**src/common/dgcs_pkg.sv**
```systemverilog
// package for the global command and status block of the serial dma controller
// assumes a simple word-wide register port driven by the pci target logic
package dgcs_pkg;
  // register offsets, byte addresses
  localparam logic [7:0] GCMD_OFS = 8'h00;
  localparam logic [7:0] GSTAT_OFS = 8'h04;
  localparam logic [7:0] GLOBAL_MODE_OFS = 8'h08;
  // command register fields
  localparam int CMD_AR_BIT = 0;
  localparam int CMD_IMASK_BIT = 9;
  localparam int CMD_POLL_LO = 10;
  localparam int CMD_CFGQ_BIT = 21;
  localparam int CMD_TXQ_LO = 24;
  localparam int CMD_RXQ_LO = 28;
  localparam logic IMASK_RESET = 1'b1;
  // status register fields
  localparam int ST_ACK_BIT = 0;
  localparam int ST_FAIL_BIT = 1;
  localparam int ST_CFGQ_BIT = 21;
  localparam int ST_TXQ_LO = 24;
  localparam int ST_RXQ_LO = 28;
  localparam int NUM_CH = 4;
  // per-channel transmit chain states
  typedef enum logic [1:0] {
    TX_RUN = 2'b00,
    TX_HELD = 2'b01,
    TX_REFETCH = 2'b10
  } dgcs_tx_state_t;
  // register port request
  typedef struct packed {
    logic wr;
    logic [7:0] addr;
    logic [31:0] wdata;
  } dgcs_req_t;
  // hardware events into the status register
  typedef struct packed {
    logic [NUM_CH-1:0] rxVec;
    logic [NUM_CH-1:0] txVec;
    logic cfgVec;
    logic arOk;
    logic arFail;
  } dgcs_evt_t;
endpackage

```
**src/logic/dgcs_tx_chan.sv**
```systemverilog
// one transmit channel's hold-flag chain controller
// assumes the descriptor fetch engine answers fetches with hold flag and done
`timescale 1ns/1ps
`default_nettype none
module dgcs_tx_chan (
  input wire logic ref_clk,
  input wire logic rst,
  input wire logic chainMode,
  input wire logic pollReq,
  input wire logic holdSeen,
  input wire logic fetchDone,
  input wire logic fetchHold,
  output logic fetchReq,
  output logic advance,
  output logic held
);
  import dgcs_pkg::*;
  dgcs_tx_state_t state_q, state_d;

  // next state: held stops chain, poll re-fetches words 0 and 1
  always_comb begin
    state_d = state_q;
    case (state_q)
      TX_RUN: begin
        if (holdSeen && !chainMode) state_d = TX_HELD;
      end
      TX_HELD: begin
        if (pollReq && !chainMode) state_d = TX_REFETCH;
      end
      TX_REFETCH: begin
        if (fetchDone) state_d = fetchHold ? TX_HELD : TX_RUN;
      end
      default: state_d = TX_RUN;
    endcase
  end

  always_ff @(posedge ref_clk) begin
    if (rst) state_q <= TX_RUN;
    else state_q <= state_d;
  end

  // poll outside held state falls through with no effect
  assign fetchReq = (state_q == TX_REFETCH);
  assign advance = (state_q == TX_REFETCH) && fetchDone && !fetchHold;
  assign held = (state_q == TX_HELD);

  AST_HOLD_STOPS: assert property (@(posedge ref_clk) disable iff (rst)
    (state_q == TX_RUN && holdSeen && !chainMode) |=> held)
    else $error("channel did not stop on hold");
  AST_POLL_REFETCH: assert property (@(posedge ref_clk) disable iff (rst)
    (held && pollReq && !chainMode) |=> fetchReq)
    else $error("poll did not re-fetch");
  AST_POLL_IGNORED: assert property (@(posedge ref_clk) disable iff (rst)
    (state_q == TX_RUN && pollReq && !holdSeen) |=> !fetchReq)
    else $error("poll acted outside held state");
  AST_POLL_MODE: assert property (@(posedge ref_clk) disable iff (rst)
    (held && chainMode) |=> held)
    else $error("poll acted in address chain mode");
endmodule // dgcs_tx_chan
`default_nettype wire

```
**src/logic/dgcs_status.sv**
```systemverilog
// sticky write-one-to-clear status bits and interrupt summary
// assumes events are single-cycle pulses on ref_clk
`timescale 1ns/1ps
`default_nettype none
module dgcs_status (
  input wire logic ref_clk,
  input wire logic rst,
  input wire dgcs_pkg::dgcs_evt_t evt,
  input wire logic clrWr,
  input wire logic [31:0] clrMask,
  output logic [31:0] statusWord,
  output logic anyInd
);
  import dgcs_pkg::*;
  logic [31:0] stat_q, stat_d;
  logic [31:0] setV;

  // event mapping to status positions
  always_comb begin
    setV = 32'h0;
    setV[ST_RXQ_LO +: NUM_CH] = evt.rxVec;
    setV[ST_TXQ_LO +: NUM_CH] = evt.txVec;
    setV[ST_CFGQ_BIT] = evt.cfgVec;
    setV[ST_ACK_BIT] = evt.arOk;
    setV[ST_FAIL_BIT] = evt.arFail;
  end

  // set wins over a same-cycle clear so no event is lost
  always_comb begin
    stat_d = stat_q & ~(clrWr ? clrMask : 32'h0);
    stat_d = stat_d | setV;
  end

  always_ff @(posedge ref_clk) begin
    if (rst) stat_q <= 32'h0;
    else stat_q <= stat_d;
  end

  assign statusWord = stat_q;
  // queue indications only; result bits 1:0 feed the line through the config queue
  assign anyInd = |stat_q[31:ST_CFGQ_BIT];

  AST_W1C: assert property (@(posedge ref_clk) disable iff (rst)
    (clrWr && clrMask[ST_RXQ_LO] && !evt.rxVec[0]) |=> !stat_q[ST_RXQ_LO])
    else $error("write one did not clear");
  AST_W0KEEP: assert property (@(posedge ref_clk) disable iff (rst)
    (stat_q[ST_TXQ_LO] && !(clrWr && clrMask[ST_TXQ_LO])) |=> stat_q[ST_TXQ_LO])
    else $error("indication lost without clear");
  AST_SET: assert property (@(posedge ref_clk) disable iff (rst)
    evt.cfgVec |=> stat_q[ST_CFGQ_BIT])
    else $error("config queue indication not set");
endmodule // dgcs_status
`default_nettype wire

```
**src/logic/dgcs_top.sv**
```systemverilog
// global command, mode and status registers of the four-channel serial dma
// assumes one-cycle register requests from the pci target, reads answered from a register one cycle later
//
// Overview of operation
// poll self-clears, works only in hold mode
// no poll: channel stops on hold flag
// poll while held re-fetches descriptor words
// hold cleared on re-fetch: go next
// poll outside held state is ignored
// poll bits 13:10 per channel, reset zero
// action irq mask bit 9 resets one
// action request bit applies config bits
// command bits 8:1 read zero
// status shows action result and queues
// nine vector queues: rx, tx, config
// write one clears, zero keeps
// interrupt line while any indication set
// rx 31:28, tx 27:24 set on vectors
// mode bit selects hold or address end
// config queue bit 21 sticky, w1c
// status bit 0 on action success
// status bit 1 on action failure
// self-clearing bits read zero after acceptance
`timescale 1ns/1ps
`default_nettype none
module dgcs_top (
  input wire logic ref_clk,
  input wire logic rst,
  input wire dgcs_pkg::dgcs_req_t req,
  input wire logic reqValid,
  output logic [31:0] rdata,
  input wire logic [dgcs_pkg::NUM_CH-1:0] holdSeen,
  input wire logic [dgcs_pkg::NUM_CH-1:0] fetchDone,
  input wire logic [dgcs_pkg::NUM_CH-1:0] fetchHold,
  input wire logic [dgcs_pkg::NUM_CH-1:0] rxVecWr,
  input wire logic [dgcs_pkg::NUM_CH-1:0] txVecWr,
  input wire logic arDone,
  input wire logic arFailed,
  output logic [dgcs_pkg::NUM_CH-1:0] fetchReq,
  output logic [dgcs_pkg::NUM_CH-1:0] advance,
  output logic [dgcs_pkg::NUM_CH-1:0] heldOut,
  output logic arStart,
  output logic [8:0] queueCfgCmd,
  output logic chainModeOut,
  output logic intaN
);
  import dgcs_pkg::*;
  logic wrCmd, wrStat, wrMode;
  logic [31:0] cmdWord, statusWord;
  logic anyInd;
  dgcs_evt_t evt;
  logic [NUM_CH-1:0] pollPulse, fetchReqW, advanceW, heldW;
  // command state
  logic [3:0] rxq_q, rxq_d, txq_q, txq_d;
  logic cfgq_q, cfgq_d, imask_q, imask_d, mode_q, mode_d;
  logic [NUM_CH-1:0] poll_q, poll_d;
  logic ar_q, ar_d, arBusy_q, arBusy_d;
  logic [31:0] rdata_q, rdata_d;
  logic arStart_q, arStart_d, inta_q, inta_d;
  logic [NUM_CH-1:0] fetchReq_q, advance_q, held_q;

  // address decode of the register port
  assign wrCmd = reqValid && req.wr && (req.addr == GCMD_OFS);
  assign wrStat = reqValid && req.wr && (req.addr == GSTAT_OFS);
  assign wrMode = reqValid && req.wr && (req.addr == GLOBAL_MODE_OFS);

  // command register next values; self-clearing bits live one cycle
  always_comb begin
    rxq_d = rxq_q;
    txq_d = txq_q;
    cfgq_d = cfgq_q;
    imask_d = imask_q;
    mode_d = mode_q;
    poll_d = '0;
    ar_d = 1'b0;
    arBusy_d = arBusy_q;
    if (wrCmd) begin
      rxq_d = req.wdata[CMD_RXQ_LO +: 4];
      txq_d = req.wdata[CMD_TXQ_LO +: 4];
      cfgq_d = req.wdata[CMD_CFGQ_BIT];
      imask_d = req.wdata[CMD_IMASK_BIT];
      poll_d = req.wdata[CMD_POLL_LO +: NUM_CH];
      ar_d = req.wdata[CMD_AR_BIT] && !arBusy_q && !ar_q;
    end
    if (wrMode) mode_d = req.wdata[0];
    if (ar_q) arBusy_d = 1'b1;
    else if (arDone) arBusy_d = 1'b0;
  end

  always_ff @(posedge ref_clk) begin
    if (rst) begin
      rxq_q <= 4'h0;
      txq_q <= 4'h0;
      cfgq_q <= 1'b0;
      imask_q <= IMASK_RESET;
      mode_q <= 1'b0;
      poll_q <= '0;
      ar_q <= 1'b0;
      arBusy_q <= 1'b0;
    end else begin
      rxq_q <= rxq_d;
      txq_q <= txq_d;
      cfgq_q <= cfgq_d;
      imask_q <= imask_d;
      mode_q <= mode_d;
      poll_q <= poll_d;
      ar_q <= ar_d;
      arBusy_q <= arBusy_d;
    end
  end

  assign pollPulse = poll_q;

  // one hold-flag controller per transmit channel
  genvar gi;
  generate
    for (gi = 0; gi < NUM_CH; gi++) begin : gTx
      dgcs_tx_chan uChan (
        .ref_clk(ref_clk),
        .rst(rst),
        .chainMode(mode_q),
        .pollReq(pollPulse[gi]),
        .holdSeen(holdSeen[gi]),
        .fetchDone(fetchDone[gi]),
        .fetchHold(fetchHold[gi]),
        .fetchReq(fetchReqW[gi]),
        .advance(advanceW[gi]),
        .held(heldW[gi])
      );
    end
  endgenerate

  // result vectors land in the config queue unless masked
  always_comb begin
    evt.rxVec = rxVecWr;
    evt.txVec = txVecWr;
    evt.cfgVec = arBusy_q && arDone && !imask_q;
    evt.arOk = arBusy_q && arDone && !arFailed;
    evt.arFail = arBusy_q && arDone && arFailed;
  end

  dgcs_status uStat (
    .ref_clk(ref_clk),
    .rst(rst),
    .evt(evt),
    .clrWr(wrStat),
    .clrMask(req.wdata),
    .statusWord(statusWord),
    .anyInd(anyInd)
  );

  // command readback; reserved bits show zero, self-clearing bits show one only in the cycle they live
  always_comb begin
    cmdWord = 32'h0;
    cmdWord[CMD_RXQ_LO +: 4] = rxq_q;
    cmdWord[CMD_TXQ_LO +: 4] = txq_q;
    cmdWord[CMD_CFGQ_BIT] = cfgq_q;
    cmdWord[CMD_POLL_LO +: NUM_CH] = poll_q;
    cmdWord[CMD_IMASK_BIT] = imask_q;
    cmdWord[CMD_AR_BIT] = ar_q;
  end

  // output registers
  always_comb begin
    rdata_d = 32'h0;
    if (reqValid && !req.wr) begin
      case (req.addr)
        GCMD_OFS: rdata_d = cmdWord;
        GSTAT_OFS: rdata_d = statusWord;
        GLOBAL_MODE_OFS: rdata_d = {31'h0, mode_q};
        default: rdata_d = 32'h0;
      endcase
    end
    arStart_d = ar_q;
    inta_d = !anyInd;
  end

  always_ff @(posedge ref_clk) begin
    if (rst) begin
      rdata_q <= 32'h0;
      arStart_q <= 1'b0;
      inta_q <= 1'b1;
      fetchReq_q <= '0;
      advance_q <= '0;
      held_q <= '0;
    end else begin
      rdata_q <= rdata_d;
      arStart_q <= arStart_d;
      inta_q <= inta_d;
      fetchReq_q <= fetchReqW;
      advance_q <= advanceW;
      held_q <= heldW;
    end
  end

  assign rdata = rdata_q;
  assign arStart = arStart_q;
  assign queueCfgCmd = {rxq_q, txq_q, cfgq_q};
  assign chainModeOut = mode_q;
  assign intaN = inta_q;
  assign fetchReq = fetchReq_q;
  assign advance = advance_q;
  assign heldOut = held_q;

  // action request bit and its start pulse each live one cycle
  AST_AR_SELFCLR: assert property (@(posedge ref_clk) disable iff (rst)
    ar_q |=> !ar_q)
    else $error("action request bit did not self-clear");
  AST_AR_START: assert property (@(posedge ref_clk) disable iff (rst)
    (wrCmd && req.wdata[CMD_AR_BIT] && !arBusy_q && !ar_q) |=> ##1 arStart)
    else $error("action request not started");
  AST_AR_PULSE: assert property (@(posedge ref_clk) disable iff (rst)
    arStart |=> !arStart)
    else $error("action start pulse longer than one cycle");
  AST_START_BUSY: assert property (@(posedge ref_clk) disable iff (rst)
    arStart |-> arBusy_q)
    else $error("action started without busy tracking");
  // a request while one is in flight is dropped, not queued
  AST_AR_DROP: assert property (@(posedge ref_clk) disable iff (rst)
    (wrCmd && req.wdata[CMD_AR_BIT] && (arBusy_q || ar_q)) |=> !ar_q)
    else $error("action request accepted while busy");

  // interrupt line follows the queue indications only
  AST_INTA: assert property (@(posedge ref_clk) disable iff (rst)
    (|statusWord[31:ST_CFGQ_BIT]) |=> !intaN)
    else $error("interrupt line not asserted");
  AST_INTA_OFF: assert property (@(posedge ref_clk) disable iff (rst)
    (statusWord[31:ST_CFGQ_BIT] == 11'h0) |=> intaN)
    else $error("interrupt line held without indication");

  // command readback and reserved bits
  AST_RSVD: assert property (@(posedge ref_clk) disable iff (rst)
    cmdWord[8:1] == 8'h00)
    else $error("reserved command bits not zero");
  AST_RD_RSVD: assert property (@(posedge ref_clk) disable iff (rst)
    (reqValid && !req.wr && req.addr == GCMD_OFS) |=> (rdata[8:1] == 8'h00))
    else $error("reserved command bits read nonzero");
  AST_RD_ARZERO: assert property (@(posedge ref_clk) disable iff (rst)
    (reqValid && !req.wr && req.addr == GCMD_OFS && !ar_q) |=> !rdata[CMD_AR_BIT])
    else $error("accepted action request still reads one");
  AST_RD_STRSVD: assert property (@(posedge ref_clk) disable iff (rst)
    (reqValid && !req.wr && req.addr == GSTAT_OFS) |=> (rdata[23:22] == 2'b00 && rdata[20:2] == 19'h0))
    else $error("reserved status bits read nonzero");
  // read port is quiet unless a read was taken
  AST_RD_IDLE: assert property (@(posedge ref_clk) disable iff (rst)
    !(reqValid && !req.wr) |=> (rdata == 32'h0))
    else $error("read data not zero outside a read");

  // poll bits live one cycle and only follow a command write
  AST_POLL_SELFCLR: assert property (@(posedge ref_clk) disable iff (rst)
    !wrCmd |=> (poll_q == '0))
    else $error("poll bit set without a command write");
  AST_POLL_LOAD: assert property (@(posedge ref_clk) disable iff (rst)
    (wrCmd && req.wdata[CMD_POLL_LO]) |=> poll_q[0])
    else $error("poll bit of channel zero not taken");

  // mask and queue configure bits follow each command write
  AST_IMASK_SET: assert property (@(posedge ref_clk) disable iff (rst)
    (wrCmd && req.wdata[CMD_IMASK_BIT]) |=> imask_q)
    else $error("mask bit not set by write");
  AST_IMASK_CLR: assert property (@(posedge ref_clk) disable iff (rst)
    (wrCmd && !req.wdata[CMD_IMASK_BIT]) |=> !imask_q)
    else $error("mask bit not cleared by write");
  AST_QCFG_RX: assert property (@(posedge ref_clk) disable iff (rst)
    (wrCmd && req.wdata[CMD_RXQ_LO]) |=> queueCfgCmd[5])
    else $error("receive queue configure bit not held");
  AST_QCFG_TX: assert property (@(posedge ref_clk) disable iff (rst)
    (wrCmd && req.wdata[CMD_TXQ_LO]) |=> queueCfgCmd[1])
    else $error("transmit queue configure bit not held");
  AST_QCFG_CFG: assert property (@(posedge ref_clk) disable iff (rst)
    (wrCmd && req.wdata[CMD_CFGQ_BIT]) |=> queueCfgCmd[0])
    else $error("config queue configure bit not held");

  // mode bit drives the chain end select
  AST_MODE_SET: assert property (@(posedge ref_clk) disable iff (rst)
    (wrMode && req.wdata[0]) |=> chainModeOut)
    else $error("mode bit not set by write");
  AST_MODE_CLR: assert property (@(posedge ref_clk) disable iff (rst)
    (wrMode && !req.wdata[0]) |=> !chainModeOut)
    else $error("mode bit not cleared by write");

  // hardware events land in the sticky status bits
  AST_RX_SET: assert property (@(posedge ref_clk) disable iff (rst)
    (rxVecWr != '0) |=> ((statusWord[ST_RXQ_LO +: NUM_CH] & $past(rxVecWr)) == $past(rxVecWr)))
    else $error("receive queue indication not set");
  AST_TX_SET: assert property (@(posedge ref_clk) disable iff (rst)
    (txVecWr != '0) |=> ((statusWord[ST_TXQ_LO +: NUM_CH] & $past(txVecWr)) == $past(txVecWr)))
    else $error("transmit queue indication not set");
  AST_OK_SET: assert property (@(posedge ref_clk) disable iff (rst)
    evt.arOk |=> statusWord[ST_ACK_BIT])
    else $error("action success bit not set");
  AST_FAIL_SET: assert property (@(posedge ref_clk) disable iff (rst)
    evt.arFail |=> statusWord[ST_FAIL_BIT])
    else $error("action failure bit not set");
  AST_CFG_RESULT: assert property (@(posedge ref_clk) disable iff (rst)
    (arBusy_q && arDone && !imask_q) |=> statusWord[ST_CFGQ_BIT])
    else $error("unmasked action result did not reach config queue");
  // a stray result line must not raise the config indication
  AST_CFG_QUIET: assert property (@(posedge ref_clk) disable iff (rst)
    (!statusWord[ST_CFGQ_BIT] && !(arBusy_q && arDone)) |=> !statusWord[ST_CFGQ_BIT])
    else $error("config indication set without an action result");
endmodule // dgcs_top
`default_nettype wire

```
**config.mk**
```make
export PLATFORM = sky130hd
export DESIGN_NAME = dgcs_top
export DESIGN_NICKNAME = d
export VERILOG_FILES = /design/src/common/dgcs_pkg.sv /design/src/logic/dgcs_tx_chan.sv /design/src/logic/dgcs_status.sv /design/src/logic/dgcs_top.sv
export SDC_FILE = /design/constraint.sdc
export NUM_CORES = 1
export LEC_CHECK = 0
export BUFFER_PORTS_ARGS = -buffer_cell sky130_fd_sc_hd__clkbuf_2
export CAP_MARGIN = 20
export CORE_ASPECT_RATIO = 1.5
export CORE_UTILIZATION = 53
export DETAILED_ROUTE_END_ITERATION = 10
export PLACE_DENSITY = 0.84
export SLEW_MARGIN = 40
export SYNTH_ARGS = -nofsm -noshare
export SYNTH_HDL_FRONTEND = slang
export SYNTH_SLANG_ARGS = --single-unit
```
**constraint.sdc**
```tcl
create_clock -name ref_clk -period 2.03 [get_ports ref_clk]
set_input_delay 0 -clock ref_clk [delete_from_list [all_inputs] [get_ports ref_clk]]
set_output_delay 0 -clock ref_clk [all_outputs]
set_load 0.02 [all_outputs]
```
---- Word level (Yosys, flattened, before mapping) ----
Index checks and enable logic that the tools add are counted.
storage, ports and cells
  output and inout bits ................... 56
  register bits after elaboration ......... 103
cells by class
  bitwise operators ....................... 5
  reductions and logical operators ........ 51
  muxes and demuxes ....................... 24
  eq/ne operators ......................... 22
operator list
  cell                                                                    number
  32-bit one-hot mux with 3 select lines                                  1
  32-bit bitwise AND                                                      1
  32-bit 2-to-1 mux                                                       1
  32-bit inverter                                                         1
  32-bit OR                                                               1
  1-bit logical AND                                                       27
  2-bit 2-to-1 mux                                                        12
  2-bit one-hot mux with 3 select lines                                   4
  2-bit != test (second input constant)                                   8
  3-bit AND reduction                                                     4
  1-bit zero test                                                         11
  11-bit OR reduction                                                     1
  2-bit by 1-bit equality test with 1-bit output (second input constant)  4
  2-bit equality test (second input constant)                             4
  8-bit by 3-bit equality test with 1-bit output (second input constant)  1
  8-bit by 4-bit equality test with 1-bit output (second input constant)  1
  2-bit zero test                                                         4
  8-bit zero test                                                         1
  2-bit by 1-bit != test with 1-bit output (second input constant)        4
  1-bit 2-to-1 mux                                                        6
  2-bit OR reduction                                                      2
  1-bit inverter                                                          2
  2-bit nonzero test                                                      1

---- Depth between registers and ports, before layout ----
  depth after elaboration ................. 6
  gate-level depth with buffers ........... 6

---- Hierarchy ----
A second synthesis with hierarchy kept.
unflattened totals
  cells, all modules ...................... 379
  area, all modules ....................... 3,851.2 µm²
by module, submodules not included
  module        cells an instance  area an instance (µm²)  times used
  dgcs_top      217                2,193.4                 1
  dgcs_status   106                1,122.3                 1
  dgcs_tx_chan  14                 133.9                   4

---- Least setup slack after synthesis ----
OpenSTA, ideal clock, no wires.
  kind .................................... input to register
  start ................................... input port req[37] in the netlist's numbering
  end ..................................... register rdata_q[13] (netlist: rdata[13])
  stages .................................. 6
  setup slack ............................. 0.777 ns
  setup time .............................. 0.065 ns
  data arrival time ....................... 1.187 ns
  required time ........................... 1.965 ns
  cell sequence ........................... nor4_4 -> nand2_2 -> or4_1 -> buf_2 -> buf_6 -> nor2_1
on the way
  longest elaborated chain between the ends .. 2
  elaborated cells on any way between the ends .. 4
  those cells by class .................... 2 x eq/ne; 1 x mux; 1 x reduce/logical
ends and longest elaborated chain
  element                                                                 RTL line         source
  from (decl)                                                             dgcs_top.sv:29   input wire dgcs_pkg::dgcs_req_t req,
  8-bit by 4-bit equality test with 1-bit output (tied with other cells)  dgcs_top.sv:167  case (req.addr)
  32-bit one-hot mux with 3 select lines (*)                              dgcs_top.sv:167
  to (signal assigned)                                                    dgcs_top.sv:187  rdata_q <= rdata_d;
  to (decl)                                                               dgcs_top.sv:58   logic [31:0] rdata_q, rdata_d;
Every way passes the cells marked *; elsewhere a longest branch is shown, timed or not.
A chain may end at the register's enable or synchronous reset.

---- Worst setup path in the final report ----
  start ................................... input port req[40] in the netlist's numbering
  end ..................................... register uStat.stat_q[0] (netlist: uStat.statusWord[0])
on the way
  longest elaborated chain between the ends .. 6
ends and longest elaborated chain
  element                          RTL line           source
  1-bit logical AND (2 in series)  dgcs_top.sv:64     assign wrStat = reqValid && req.wr && (req.addr == GSTAT_OFS);
  32-bit 2-to-1 mux                dgcs_status.sv:30  stat_d = stat_q & ~(clrWr ? clrMask : 32'h0);
  32-bit inverter                  dgcs_status.sv:30
  32-bit bitwise AND               dgcs_status.sv:30
  32-bit OR                        dgcs_status.sv:31  stat_d = stat_d | setV;
  to (signal assigned)             dgcs_status.sv:36  else stat_q <= stat_d;
  to (decl)                        dgcs_status.sv:15  logic [31:0] stat_q, stat_d;
Every way passes these cells.

==> key figures <==
STA
  • Transition at the pin with the smallest max-transition slack: 0.735 ns
  • Clock Skews: 0.00863 ns
  • Highest attainable clock frequency: 523 MHz
  • Max-Slew Margin vs Limit: 0.506
  • Worst-case setup margin in the final layout: 0.119 ns
  • Min Tclk post-route: 1.91 ns
  • Finish-stage setup viols: 0
  • Final worst path period share: 0.942
  • Post-route worst hold slack: 0.0345 ns
  • Total negative slack for setup checks: 0 ns
  • Max-slew violations: 0
  • Number of hold-slack violations in the final timing report: 0
  • RSZ-0062 raised after global routing: no

Job
  • Maximum capacitance violations: 0

Place
  • PortBufs: 121
  • Post-DP HPWL: 5500 µm
  • Global placement routability congestion: 0.774
  • Placed cells: 537
  • Post-placement worst setup slack: 0.405 ns

Yosys
  • Post-synth cell types: 32
  • Basic-gate share of the synthesized area counting and, or, nand and nor cells: 0.227
  • Adder-cell share of the synthesized area: 0
  • Netlist area before placement: 0.00356 mm²
  • Top cell type by total area after synthesis: sky130_fd_sc_hd__dfxtp_1
  • Biggest area contributors in the synthesized netlist: sky130_fd_sc_hd__dfxtp_1 58%, sky130_fd_sc_hd__mux2i_1 7.0%, sky130_fd_sc_hd__nor2_1 6.4%
  • Flop and latch count out of synthesis: 103
  • Number of instances in the synthesized netlist: 354
  • Warnings from Yosys: 0
  • Fraction of synthesized cell area in xor and xnor cells: 0
  • Area fraction in compound gates after synthesis: 0.0888
  • Top cell type's share of synthesized area: 0.579
  • Post-synthesis area per instance: 10.1 µm²
  • Dominant combinational cell family by area after synthesis: simple AND/OR/NAND/NOR gates
  • Portion of the post-synthesis area used by sequential elements: 0.579
  • Post-synth net total: 420
  • Fraction of synthesized area in multiplexers: 0.0702

CTS
  • Num Clock Sinks: 103
  • TritonCTS clock tree: built
  • Clock tree root buffer cell: sky130_fd_sc_hd__clkbuf_8
  • Post-CTS repair timing setup buffer count: 0
  • Maximum level of the CTS H-tree: 3
  • Maximum buffer depth of the clock tree: 2
  • Clock slew seen by the registers of the worst setup and hold paths: 0.09 ns
  • Skew-Pair Late Insertion Delay: 0.35 ns
  • Number of buffers created by CTS: 9

Worst setup path
  • Capturing element type of the critical path: flip-flop
  • Data arrival time of the critical path: 2.16 ns
  • Launching element type of the critical path: primary input
  • Setup CP Type: in2reg
  • CP Data Required Time: 2.27 ns
  • Largest fanout of any net on the critical path: 8

GRT
  • Initial antenna violation count: 0
  • All-Layer GR Usage: 0.254
  • Vias in the first global route: 3043
  • Global-route wire length before repair: 13200 µm
  • Residual overflow from global routing: 0
  • Maximum number of pins on one net before global-route repair: 68

Route
  • Initial DRC Count: 196
  • Final ANT Viol Nets: 0
  • Detail-routed via count per cell: 5.09
  • First-pass iteration count of the detailed router: 5
  • Total wire length: 8700 µm
  • Number of DRC violations after detailed routing: 0
  • Count of vias placed by the detailed router: 3113
  • Wire per inst: 14.2 µm

Die
  • Floorplan core area: 0.00649 mm²
  • Ports placed on the boundary: 122
  • Initial cell density of the core: 0.549
  • Std-Cell Rows: 36
  • Die Outline Area: 0.00706 mm²
  • Horizontal extent of the die: 69.0 µm
  • Floorplan die height: 102 µm

Power and ir drop
  • Design Power: 3.60 mW
  • Total power per unit cell area: 721 mW/mm²
  • Peak ir drop on the vdd network: 0.000528 V
  • Lkg Pwr: 2.33 nW

Layout
  • Area growth from synthesis to layout: 40.2%
  • Layout filler cell count: 450
  • Highest-count cells in the layout ignoring fill and taps: 121 x sky130_fd_sc_hd__clkbuf_2, 103 x sky130_fd_sc_hd__dfxtp_1, 61 x sky130_fd_sc_hd__nor2_1
  • Proportion of layout cells with a drive suffix above 1: 0.275
  • Most common cell after layout, fill and taps aside: sky130_fd_sc_hd__clkbuf_2
  • Final standard cell count with taps included and fillers excluded: 611
  • Final net count: 595

Status
  • Run status: completed

Hold path
  • Worst min path class: in2reg
-- cells in the mapped netlist (all sizes together) --
library cell,number
nand2b,30
nand4,2
or2,2
inv,10
mux2i,25
and3,1
a311oi,11
nor3b,5
clkbuf,9
nor4b,4
a21oi,28
nor4,5
buf,10
dfxtp,103
nor2b,4
or4,1
nor2,61
a31oi,1
nor3,4
a31o,1
nand2,7
o22a,4
a22oi,4
nand3,1
and2,21
-- flip-flops by register name (all words and copies together), names as in the netlist --
signal	cells
advance	4
arBusy_q	1
arStart	1
arStart_d	1
cfgq_q	1
chainModeOut	1
fetchReq	4
gTx.uChan.state_q	8
heldOut	4
imask_q	1
intaN	1
pollPulse	4
rdata	32
rxq_q	4
txq_q	4
uStat.statusWord	32
-- through the flow --
stage / utilization / area [µm²]
finish: 0.770 / 5000
global route: 0.770 / 4990
CTS: 0.770 / 4990
detailed placement: 0.653 / 4230
global placement: 0.653 / 4230
floorplan: - / 3560
-- final timing paths --
path / from / endpoint / slack (ns) / cells past startpoint
max: req[40] / uStat.statusWord[0] / 0.12 / 7
min: req[35] / rdata[0] / 0.03 / 4
min reg2reg: uStat.statusWord[20] / uStat.statusWord[20] / 0.45 / 2
max reg2reg: arBusy_q / uStat.statusWord[0] / 0.22 / 5
-- cell families (layout without fill, tap and decap cells) --
kind of cell | Yosys count | count (layout)
and+or+nand+nor | 148 | 148
DFF | 103 | 103
AOI/OAI and AO/OA | 49 | 49
buffers and inverters | 29 | 209
muxes | 25 | 25
other | 0 | 1
-- area by class of cell --
class	count	area, µm²	area share
Antenna cell	1	2.50	0.000501
Clock buffer	13	149	0.0298
Clock inverter	3	42.5	0.00851
Inverter	10	37.5	0.00751
Multi-Input combinational cell	222	1380	0.277
Sequential cell	103	2060	0.413
Tap cell	76	95.1	0.0190
Timing Repair Buffer	183	1230	0.245
-- what timing repair did --
action	4_1_cts	5_1_grt
gates resized for setup	0	0
hold buffers	57	0
hold endpoints to repair	62	0
-- routing by layer --
metal  GRT usage  part of all wire  vias up
met5           0                 0        -
met4       0.149             0.041        0
met3      0.0446             0.039       29
met2       0.462              0.54      104
met1       0.260              0.38     1440
li1            -                 -     1540
-- critical path: stages --
cell and delay, ns:
sky130_fd_sc_hd__dlygate4sd3_1 0.53, sky130_fd_sc_hd__clkbuf_2 0.19, sky130_fd_sc_hd__inv_1 0.09, sky130_fd_sc_hd__nor3_4 0.40, sky130_fd_sc_hd__buf_4 0.25, sky130_fd_sc_hd__a311oi_1 0.11
sky130_fd_sc_hd__dlygate4sd3_1 0.59
-- power by group --
part	switching, mW	internal, mW	total (mW)
clock network	0.645	0.605	1.25
logic	0.121	0.169	0.290
registers	0.0196	2.04	2.06
total	0.785	2.82	3.60
No activity file was read; power rests on OpenSTA's default activity.
